**config.mk**
```make
export PLATFORM = sky130hd
export DESIGN_NAME = dpcs_seq
export DESIGN_NICKNAME = d
export VERILOG_FILES = /design/src/dpcs_pkg.sv /design/src/dpcs_seq.sv
export SDC_FILE = /design/constraint.sdc
export NUM_CORES = 1
export LEC_CHECK = 0
export BUFFER_PORTS_ARGS = -buffer_cell sky130_fd_sc_hd__buf_2
export CAP_MARGIN = 30
export CORE_ASPECT_RATIO = 1.5
export CORE_UTILIZATION = 45
export CTS_CLUSTER_DIAMETER = 80
export DETAILED_ROUTE_END_ITERATION = 12
export PLACE_DENSITY = 0.79
export SETUP_SLACK_MARGIN = 0.1
export SYNTH_ARGS = -nofsm -noshare
export SYNTH_HDL_FRONTEND = slang
export SYNTH_SLANG_ARGS = --single-unit
```
**constraint.sdc**
```tcl
create_clock -name CLK_I -period 2.1 [get_ports CLK_I]
set_clock_uncertainty 0.15 [all_clocks]
set_input_delay 0.21 -clock CLK_I [delete_from_list [all_inputs] [get_ports CLK_I]]
set_output_delay 0.21 -clock CLK_I [all_outputs]
set_load 0.01 [all_outputs]
```
**src/dpcs_pkg.sv**
```systemverilog
// package: constants for the ddr2 power-down clock-change and odt sequencer
package dpcs_pkg;
    // apb register offsets (byte addresses)
    localparam logic [7:0] CTRL_OFS = 8'h00;
    localparam logic [7:0] STAT_OFS = 8'h04;
    localparam logic [7:0] MODE_OFS = 8'h08;
    // ctrl fields (write 1 to start; self clearing)
    localparam int CTRL_FCHG_BIT = 0;
    localparam int CTRL_RST_BIT = 1;
    localparam int CTRL_ODTON_BIT = 2;
    localparam int CTRL_ODTOFF_BIT = 3;
    localparam int CTRL_RTT_BIT = 4;
    localparam int CTRL_CLKOK_BIT = 5;
    // mode fields
    localparam int MODE_SLOWEXIT_BIT = 12;
    localparam int MODE_RTT_LSB = 0;
    // command codes {cs_n, ras_n, cas_n, we_n}
    localparam logic [3:0] CMD_NOP = 4'h7;
    localparam logic [3:0] CMD_DESEL = 4'hF;
    localparam logic [3:0] CMD_LM = 4'h0;
    // mode-register bank selects
    localparam logic [1:0] BA_MR = 2'h0;
    localparam logic [1:0] BA_EMR = 2'h1;
    localparam logic [12:0] MR_DLL_RESET = 13'h0100;
    localparam logic [12:0] EMR_RTT_MASK = 13'h0044;
    // timing
    localparam int CLK_MHZ = 100;
    localparam int TCKE_CYC = 3;
    localparam int PD_TO_FCHG_CYC = 2;
    localparam int CLK_STABLE_CYC = 1;
    localparam int RELOCK_CYC = 200;
    localparam int TMOD_NS = 12;
    localparam int TMOD_CYC = (TMOD_NS * CLK_MHZ + 999) / 1000;
    localparam int TAOFD_CYC = 3;
    localparam int TANPD_CYC = 4;
    localparam int TAXPD_CYC = 8;
    localparam int TDELAY_CYC = 4;
    // reset values
    localparam logic [31:0] MODE_RST = 32'h0000_0000;
    // sequencer states
    typedef enum logic [3:0] {
        ST_IDLE = 4'h0,
        ST_PDE = 4'h1,
        ST_PDWAIT = 4'h2,
        ST_FCHG = 4'h3,
        ST_PDX = 4'h4,
        ST_DLLRST = 4'h5,
        ST_RELOCK = 4'h6,
        ST_RSTLOW = 4'h7,
        ST_RSTCLK = 4'h8,
        ST_ODTOFF = 4'h9,
        ST_RTTLM = 4'hA,
        ST_TMOD = 4'hB
    } dpcs_state_t;
endpackage : dpcs_pkg

```
**src/dpcs_seq.sv**
```systemverilog
// design: apb-controlled ddr2 power-down, clock change, cke reset and odt sequencer
//
// The implementer's own choices: the register offsets and register access over APB.
`timescale 1ns/100ps
`default_nettype none
module dpcs_seq (
    input wire logic CLK_I,
    input wire logic RESETN_I,
    input wire logic PSEL_I,
    input wire logic PENABLE_I,
    input wire logic PWRITE_I,
    input wire logic [7:0] PADDR_I,
    input wire logic [31:0] PWDATA_I,
    output logic [31:0] PRDATA_O,
    output logic PREADY_O,
    output logic PSLVERR_O,
    output logic CKE_O,
    output logic ODT_O,
    output logic CK_EN_O,
    output logic CLK_SEL_O,
    output logic [3:0] CMD_O,
    output logic [1:0] BA_O,
    output logic [12:0] ADDR_O
);
    ////////////////////////////////////////////////////////////////////////
    dpcs_pkg::dpcs_state_t st_q, st_d;
    logic [7:0] cnt_q, cnt_d;
    logic [31:0] mode_q;
    logic [5:0] go_q;
    logic cke_q, odt_q, cken_q, clksel_q, odt_en_q, odt_async_q;
    logic [3:0] cmd_q;
    logic [1:0] ba_q;
    logic [12:0] addr_q;
    logic [7:0] since_pd_q;
    logic [31:0] rdata_q;
    logic pslverr_q;
    logic busy;
    logic wr_en, rd_en, addr_ok;
    logic cnt_done;

    assign wr_en = PSEL_I && PENABLE_I && PWRITE_I;
    assign rd_en = PSEL_I && !PENABLE_I && !PWRITE_I;
    assign addr_ok = (PADDR_I == dpcs_pkg::CTRL_OFS) || (PADDR_I == dpcs_pkg::STAT_OFS)
        || (PADDR_I == dpcs_pkg::MODE_OFS);
    assign busy = (st_q != dpcs_pkg::ST_IDLE) && (st_q != dpcs_pkg::ST_PDWAIT)
        && (st_q != dpcs_pkg::ST_FCHG) && (st_q != dpcs_pkg::ST_RSTCLK);
    assign cnt_done = (cnt_q == 8'h00);

    ////////////////////////////////////////////////////////////////////////
    // apb slave: one wait-free access, reads sampled in setup
    always_ff @(posedge CLK_I or negedge RESETN_I) begin
        if (!RESETN_I) begin
            mode_q <= dpcs_pkg::MODE_RST;
            go_q <= 6'h00;
            rdata_q <= 32'h0000_0000;
            pslverr_q <= 1'b0;
        end else begin
            go_q <= 6'h00;
            // flagged at setup so the access phase sees it from a flop
            pslverr_q <= PSEL_I && !PENABLE_I && !addr_ok;
            if (wr_en && PADDR_I == dpcs_pkg::CTRL_OFS) begin
                go_q <= PWDATA_I[5:0];
            end
            if (wr_en && PADDR_I == dpcs_pkg::MODE_OFS && !busy) begin
                mode_q <= PWDATA_I;
            end
            if (rd_en) begin
                case (PADDR_I)
                    dpcs_pkg::CTRL_OFS: rdata_q <= 32'h0000_0000;
                    dpcs_pkg::STAT_OFS: rdata_q <= {16'h0000, since_pd_q, odt_async_q,
                        odt_en_q, busy, cke_q, st_q};
                    dpcs_pkg::MODE_OFS: rdata_q <= mode_q;
                    default: rdata_q <= 32'h0000_0000;
                endcase
            end
        end
    end
    assign PRDATA_O = rdata_q;
    assign PREADY_O = 1'b1;
    assign PSLVERR_O = pslverr_q;

    ////////////////////////////////////////////////////////////////////////
    // sequencer next state
    always_comb begin
        st_d = st_q;
        cnt_d = cnt_done ? 8'h00 : cnt_q - 8'h01;
        case (st_q)
            dpcs_pkg::ST_IDLE: begin
                if (go_q[dpcs_pkg::CTRL_FCHG_BIT]) begin
                    st_d = dpcs_pkg::ST_PDE;
                    cnt_d = 8'(dpcs_pkg::TAOFD_CYC);
                end else if (go_q[dpcs_pkg::CTRL_RST_BIT]) begin
                    st_d = dpcs_pkg::ST_RSTLOW;
                    cnt_d = 8'(dpcs_pkg::TDELAY_CYC);
                end else if (go_q[dpcs_pkg::CTRL_RTT_BIT]) begin
                    st_d = dpcs_pkg::ST_ODTOFF;
                    cnt_d = 8'(dpcs_pkg::TAOFD_CYC);
                end
            end
            dpcs_pkg::ST_PDE: if (cnt_done) begin
                st_d = dpcs_pkg::ST_PDWAIT;
                cnt_d = 8'(dpcs_pkg::PD_TO_FCHG_CYC);
            end
            dpcs_pkg::ST_PDWAIT: if (cnt_done) begin
                st_d = dpcs_pkg::ST_FCHG;
            end
            dpcs_pkg::ST_FCHG: if (go_q[dpcs_pkg::CTRL_CLKOK_BIT]) begin
                st_d = dpcs_pkg::ST_PDX;
                cnt_d = 8'(dpcs_pkg::CLK_STABLE_CYC + dpcs_pkg::TCKE_CYC);
            end
            dpcs_pkg::ST_PDX: if (cnt_done) begin
                st_d = dpcs_pkg::ST_DLLRST;
            end
            dpcs_pkg::ST_DLLRST: begin
                st_d = dpcs_pkg::ST_RELOCK;
                cnt_d = 8'(dpcs_pkg::RELOCK_CYC);
            end
            dpcs_pkg::ST_RELOCK: if (cnt_done) begin
                st_d = dpcs_pkg::ST_IDLE;
            end
            dpcs_pkg::ST_RSTLOW: if (cnt_done) begin
                st_d = dpcs_pkg::ST_RSTCLK;
            end
            dpcs_pkg::ST_RSTCLK: if (go_q[dpcs_pkg::CTRL_CLKOK_BIT]) begin
                st_d = dpcs_pkg::ST_PDX;
                cnt_d = 8'(dpcs_pkg::CLK_STABLE_CYC + dpcs_pkg::TCKE_CYC);
            end
            dpcs_pkg::ST_ODTOFF: if (cnt_done) begin
                st_d = dpcs_pkg::ST_RTTLM;
            end
            dpcs_pkg::ST_RTTLM: begin
                st_d = dpcs_pkg::ST_TMOD;
                cnt_d = 8'(dpcs_pkg::TMOD_CYC);
            end
            dpcs_pkg::ST_TMOD: if (cnt_done) begin
                st_d = dpcs_pkg::ST_IDLE;
            end
            default: st_d = dpcs_pkg::ST_IDLE;
        endcase
    end

    ////////////////////////////////////////////////////////////////////////
    // pin drivers, all registered
    always_ff @(posedge CLK_I or negedge RESETN_I) begin
        if (!RESETN_I) begin
            st_q <= dpcs_pkg::ST_IDLE;
            cnt_q <= 8'h00;
            cke_q <= 1'b0;
            odt_q <= 1'b0;
            cken_q <= 1'b1;
            clksel_q <= 1'b0;
            cmd_q <= dpcs_pkg::CMD_NOP;
            ba_q <= 2'h0;
            addr_q <= 13'h0000;
            odt_en_q <= 1'b0;
            since_pd_q <= 8'h00;
        end else begin
            st_q <= st_d;
            cnt_q <= cnt_d;
            cmd_q <= dpcs_pkg::CMD_NOP;
            // dll reset and termination writes are the only commands issued here
            if (st_q == dpcs_pkg::ST_DLLRST) begin
                cmd_q <= dpcs_pkg::CMD_LM;
                ba_q <= dpcs_pkg::BA_MR;
                addr_q <= mode_q[12:0] | dpcs_pkg::MR_DLL_RESET;
            end
            if (st_q == dpcs_pkg::ST_RTTLM) begin
                cmd_q <= dpcs_pkg::CMD_LM;
                ba_q <= dpcs_pkg::BA_EMR;
                addr_q <= mode_q[28:16] & dpcs_pkg::EMR_RTT_MASK;
            end
            // cke low while power-down, clock change and reset are pending
            cke_q <= !(st_d inside {dpcs_pkg::ST_PDWAIT, dpcs_pkg::ST_FCHG,
                dpcs_pkg::ST_RSTLOW, dpcs_pkg::ST_RSTCLK}) && (st_q != dpcs_pkg::ST_PDX
                || cnt_q <= 8'(dpcs_pkg::TCKE_CYC));
            cken_q <= !(st_q inside {dpcs_pkg::ST_FCHG, dpcs_pkg::ST_RSTCLK});
            if (st_q == dpcs_pkg::ST_FCHG && go_q[dpcs_pkg::CTRL_CLKOK_BIT]) begin
                clksel_q <= !clksel_q;
            end
            if (st_q == dpcs_pkg::ST_TMOD && cnt_done) begin
                odt_en_q <= 1'b1;
            end
            if (st_q == dpcs_pkg::ST_RSTLOW) begin
                odt_en_q <= 1'b0;
            end
            // odt only from idle and only when enabled; forced low otherwise
            // leaving idle drops odt at once: with cke on reset, four cycles before cke on power-down
            if (st_q != dpcs_pkg::ST_IDLE || st_d != dpcs_pkg::ST_IDLE || !odt_en_q) begin
                odt_q <= 1'b0;
            end else if (go_q[dpcs_pkg::CTRL_ODTON_BIT]) begin
                odt_q <= 1'b1;
            end else if (go_q[dpcs_pkg::CTRL_ODTOFF_BIT]) begin
                odt_q <= 1'b0;
            end
            since_pd_q <= (cke_q == 1'b0) ? 8'h00
                : (since_pd_q == 8'hFF ? 8'hFF : since_pd_q + 8'h01);
        end
    end

    // timing class: asynchronous in slow-exit pd, with cke low while busy, or near pd exit
    always_ff @(posedge CLK_I or negedge RESETN_I) begin
        if (!RESETN_I) begin
            odt_async_q <= 1'b0;
        end else begin
            odt_async_q <= (!cke_q && mode_q[dpcs_pkg::MODE_SLOWEXIT_BIT])
                || (!cke_q && busy)
                || (cke_q && since_pd_q < 8'(dpcs_pkg::TAXPD_CYC));
        end
    end

    assign CKE_O = cke_q;
    assign ODT_O = odt_q;
    assign CK_EN_O = cken_q;
    assign CLK_SEL_O = clksel_q;
    assign CMD_O = cmd_q;
    assign BA_O = ba_q;
    assign ADDR_O = addr_q;

    ////////////////////////////////////////////////////////////////////////
    chk_odt_relock: assert property (@(posedge CLK_I) disable iff (!RESETN_I)
        st_q == dpcs_pkg::ST_RELOCK |-> !odt_q) else $error("odt high in relock");
    chk_fchg_low: assert property (@(posedge CLK_I) disable iff (!RESETN_I)
        st_q == dpcs_pkg::ST_FCHG |-> !cke_q && !odt_q) else $error("pins moved in change");
    chk_dll_rst: assert property (@(posedge CLK_I) disable iff (!RESETN_I)
        st_q == dpcs_pkg::ST_DLLRST |=> cmd_q == dpcs_pkg::CMD_LM && addr_q[8])
        else $error("no dll reset");
    chk_cke_high: assert property (@(posedge CLK_I) disable iff (!RESETN_I)
        $rose(cke_q) |-> cke_q [*3]) else $error("cke high too short");
    chk_cke_low: assert property (@(posedge CLK_I) disable iff (!RESETN_I)
        $fell(cke_q) |-> !cke_q [*3]) else $error("cke low too short");
    chk_ckstop: assert property (@(posedge CLK_I) disable iff (!RESETN_I)
        $fell(cken_q) |-> $past(!cke_q, 2)) else $error("clock stopped early");
    chk_odt_en: assert property (@(posedge CLK_I) disable iff (!RESETN_I)
        odt_q |-> odt_en_q) else $error("odt before enable");
    chk_rst_cmd: assert property (@(posedge CLK_I) disable iff (!RESETN_I)
        !cke_q |-> cmd_q == dpcs_pkg::CMD_NOP) else $error("command during reset");
    chk_tmod: assert property (@(posedge CLK_I) disable iff (!RESETN_I)
        st_q == dpcs_pkg::ST_RTTLM |=> !odt_q [*2]) else $error("odt in tmod");
    cov_fchg: cover property (@(posedge CLK_I) disable iff (!RESETN_I)
        st_q == dpcs_pkg::ST_FCHG ##[1:50] st_q == dpcs_pkg::ST_RELOCK);
    cov_rst: cover property (@(posedge CLK_I) disable iff (!RESETN_I)
        st_q == dpcs_pkg::ST_RSTCLK ##[1:50] st_q == dpcs_pkg::ST_PDX);
    cov_rtt: cover property (@(posedge CLK_I) disable iff (!RESETN_I)
        st_q == dpcs_pkg::ST_RTTLM);
endmodule : dpcs_seq
`default_nettype wire

```
==> results.tsv <==
metric	value	unit
outcome	completed	
power.ir.vdd_worst	536	uV
setup-violations-final	0	
yosys_register_bits	112	
final_cell_mix	dfrtp_1, buf_2, nand2_1	
slowest_cell_on_crit_path	dfrtp_1	
horizontal_die_dimension	88.0	um
layout.cell_area.non_filler	6610	um2
crit_fanout	5	
dp_hpwl	9.71	mm
yosysWarnings	0	
ys_top_cells_by_area	dfrtp_1, mux2_1, nor2_1, nand2_1, a221oi_1	
grt_setup_unrepaired	yes	
setup-tns-final	0	ns
cts-htree-levels	3	
tritoncts.num_buffers	9	
drt_iter0_markers	283	
maxCapViolations	0	
synth_sequential_area_ratio	0.561	
placeableCoreArea	10700	um2
design.die.area	11500	um2
postSynth.topFlopCell	dfrtp_1	
syn-mean-instance-area	10.6	um2
async_reset_ff_frac	1.00	
fin_crit_share	0.959	
layout-drive-gt1-share	0.302	
finalWorstPathRequiredPeriod	2.01	ns
clock_sink_count	112	
clock_tree.root_cell	clkbuf_16	
initial_utilization	0.467	
drc	0	
rows	46	
finalNetCount	671	
syn_to_final_growth	32.4	%
setup.reg_to_reg.worst_slack	0.09	ns
power.static_leakage	3.37	nW
worst-r2r-cell-count	8	
seqCellArea	2810	um2
routed-via-count	4261	
fillerInstances	907	
insertion_delay	0.35	ns
worst_path_largest_cell_delay	0.41	ns
syn_area	5000	um2
multi_input_area	2080	um2
synthDistinctLibCells	61	
worstSetupEndpointType	register	
grt_antenna_before_repair	0	
clock_path_buffers	2	
path_cells	nor3_4, and4b_1, buf_6, mux2i_1, nor3_4, inv_2, nor3b_2, a211oi_1	
power-per-cell-area	912	nW/um2
drt_pass1_iterations	4	
worst_slack	0.0871	ns
cell_repeated_most_along_the_worst_path	nor3_4	
postPlaceCellArea	5810	um2
synth_area_leader_cell	dfrtp_1	
cts.clk_slew.worst_paths	0.07	ns
critical_path_depth	8	
finalHoldViolCount	0	
synthesis.instances	471	
start_kind	register	
whs	0.0109	ns
globalRouteTotalUtil	0.254	
grt_first_pass_wirelength	22.2	mm
min_delay_path_depth	3	
timing.max_slew.rel_slack	0.649	
grt_overflow_total	0	
timing.hold.worst.class	input pin to register	
first_global_vias	4409	
die_height	131	um
num_io_pins	102	
yosys.area.top_type_share	0.551	
drtAntennaViolNets	0	
io_buffers	98	
stdcell_count	773	
crit_buf_inv	2	
clock.fmax	0.497	GHz
total_power	6.03	mW
route.final.wire_length	13.5	mm
drt-vias-per-instance	5.51	
grt_start_max_net_pins	41	
detail_route.wl_per_cell	17.5	um
dpl.cell_count	713	
antenna_cells	0	
pins_over_their_slew_limit	0	
leading_cell_type_in_the_layout_fill_and_taps_excluded	dfrtp_1	
number_of_enable_flip_flop_cells_after_synthesis	0	
place.gp.congestion	0.957	
postLayoutCoreUtil	0.618	
critical_path_arrival	2.13	ns
critical_path.top_delay_family	simple AND/OR/NAND/NOR gates	
cp_class	register to register	
cp_data_required_time	2.21	ns
cts_tree	built	
dpl_worst_slack	-0.0128	ns
actual_transition_at_the_worst_max_transition_pin	0.527	ns
[cells in the mapped netlist, types with 2 or more instances]
master	instances
a211oi_1	2
a21boi_0	7
a21oi_1	15
a221oi_1	16
a22o_1	5
a31oi_1	3
and2_1	8
buf_2	10
buf_4	6
clkbuf_1	16
conb_1	2
dfrtp_1	110
dfstp_2	2
ha_1	2
inv_1	8
mux2_1	30
mux2_2	3
mux2i_1	4
nand2_1	54
nand2b_1	6
nand3_1	23
nand4_1	3
nor2_1	56
nor2b_1	7
nor3_1	10
nor3_2	2
nor3b_1	3
nor4_1	3
o211ai_1	3
o21ai_0	14
o31ai_1	2
xnor2_1	5
xor2_1	3
[logic make-up (layout without fill, tap and decap cells)]
logic type                 Yosys count  after routing  share of synthesized area
DFF                                112            112                      0.561
xor gates and xnor gates             8              8                     0.0140
other                                2              3                    0.00150
AOI/OAI and AO/OA                   82             82                      0.117
buffers and inverters               41            198                     0.0378
and+or+nand+nor                    187            187                      0.181
adders and majority gates            2              2                    0.00501
muxes                               37             37                     0.0824
[worst paths after layout]
| kind | from | endpoint |
|---|---|---|
| setup / recovery | cnt_q[3] | CKE_O |
| hold / removal | PADDR_I[3] | PSLVERR_O |
| setup reg to reg | cnt_q[3] | CKE_O |
| hold reg to reg | PRDATA_O[25] | PRDATA_O[25] |
| max in group asynchronous | RESETN_I | since_pd_q[4] |
| min in group asynchronous | RESETN_I | PRDATA_O[9] |
[flip-flops by register name, indices dropped and copies added (netlist names), 4 cells and up]
signal and cells:
since_pd_q 8, mode_q 32, PRDATA_O 32, cnt_q 8, ADDR_O 13, st_q 4, go_q 6
[metal layers]
| metal | up-vias | track usage | wire (um) | share of wire |
|---|---|---|---|---|
| li1 | 1949 | - | - | - |
| met2 | 134 | 0.455 | 7360 | 0.55 |
| met5 | - | 0 | 0 | 0 |
| met1 | 2146 | 0.298 | 5170 | 0.38 |
| met3 | 32 | 0.0470 | 506 | 0.037 |
| met4 | 0 | 0.104 | 464 | 0.034 |
[area by class of cell]
cell class	instances	area share
timing repair buffer	174	0.183
multi-input combinational	319	0.315
clock buffer	9	0.0341
inverter	8	0.00454
sequential	112	0.424
tap	144	0.0272
clock inverter	7	0.0121
[worst register-to-register path, delay by kind of cell (launching register included)]
kind | cells | cell delay, ns
compound gates | 1 | 0.21
buf+inv | 2 | 0.24
flops | 1 | 0.41
mux | 1 | 0.29
simple gates | 4 | 0.64
[power breakdown]
part           internal (mW)  switching (mW)
Clock                  0.938           0.806
Combinational          0.845           0.848
Sequential              2.38           0.212
Total                   4.16            1.87
[repair_timing]
action	4_1_cts	5_1_grt
setup buffers	6	5
hold buffers	33	0
setup endpoints to repair	7	40
hold endpoints to repair	74	0
pin swaps	6	8
cloned	0	0
resized for setup	8	19
Note: power is estimated with default switching activity, not from simulation.
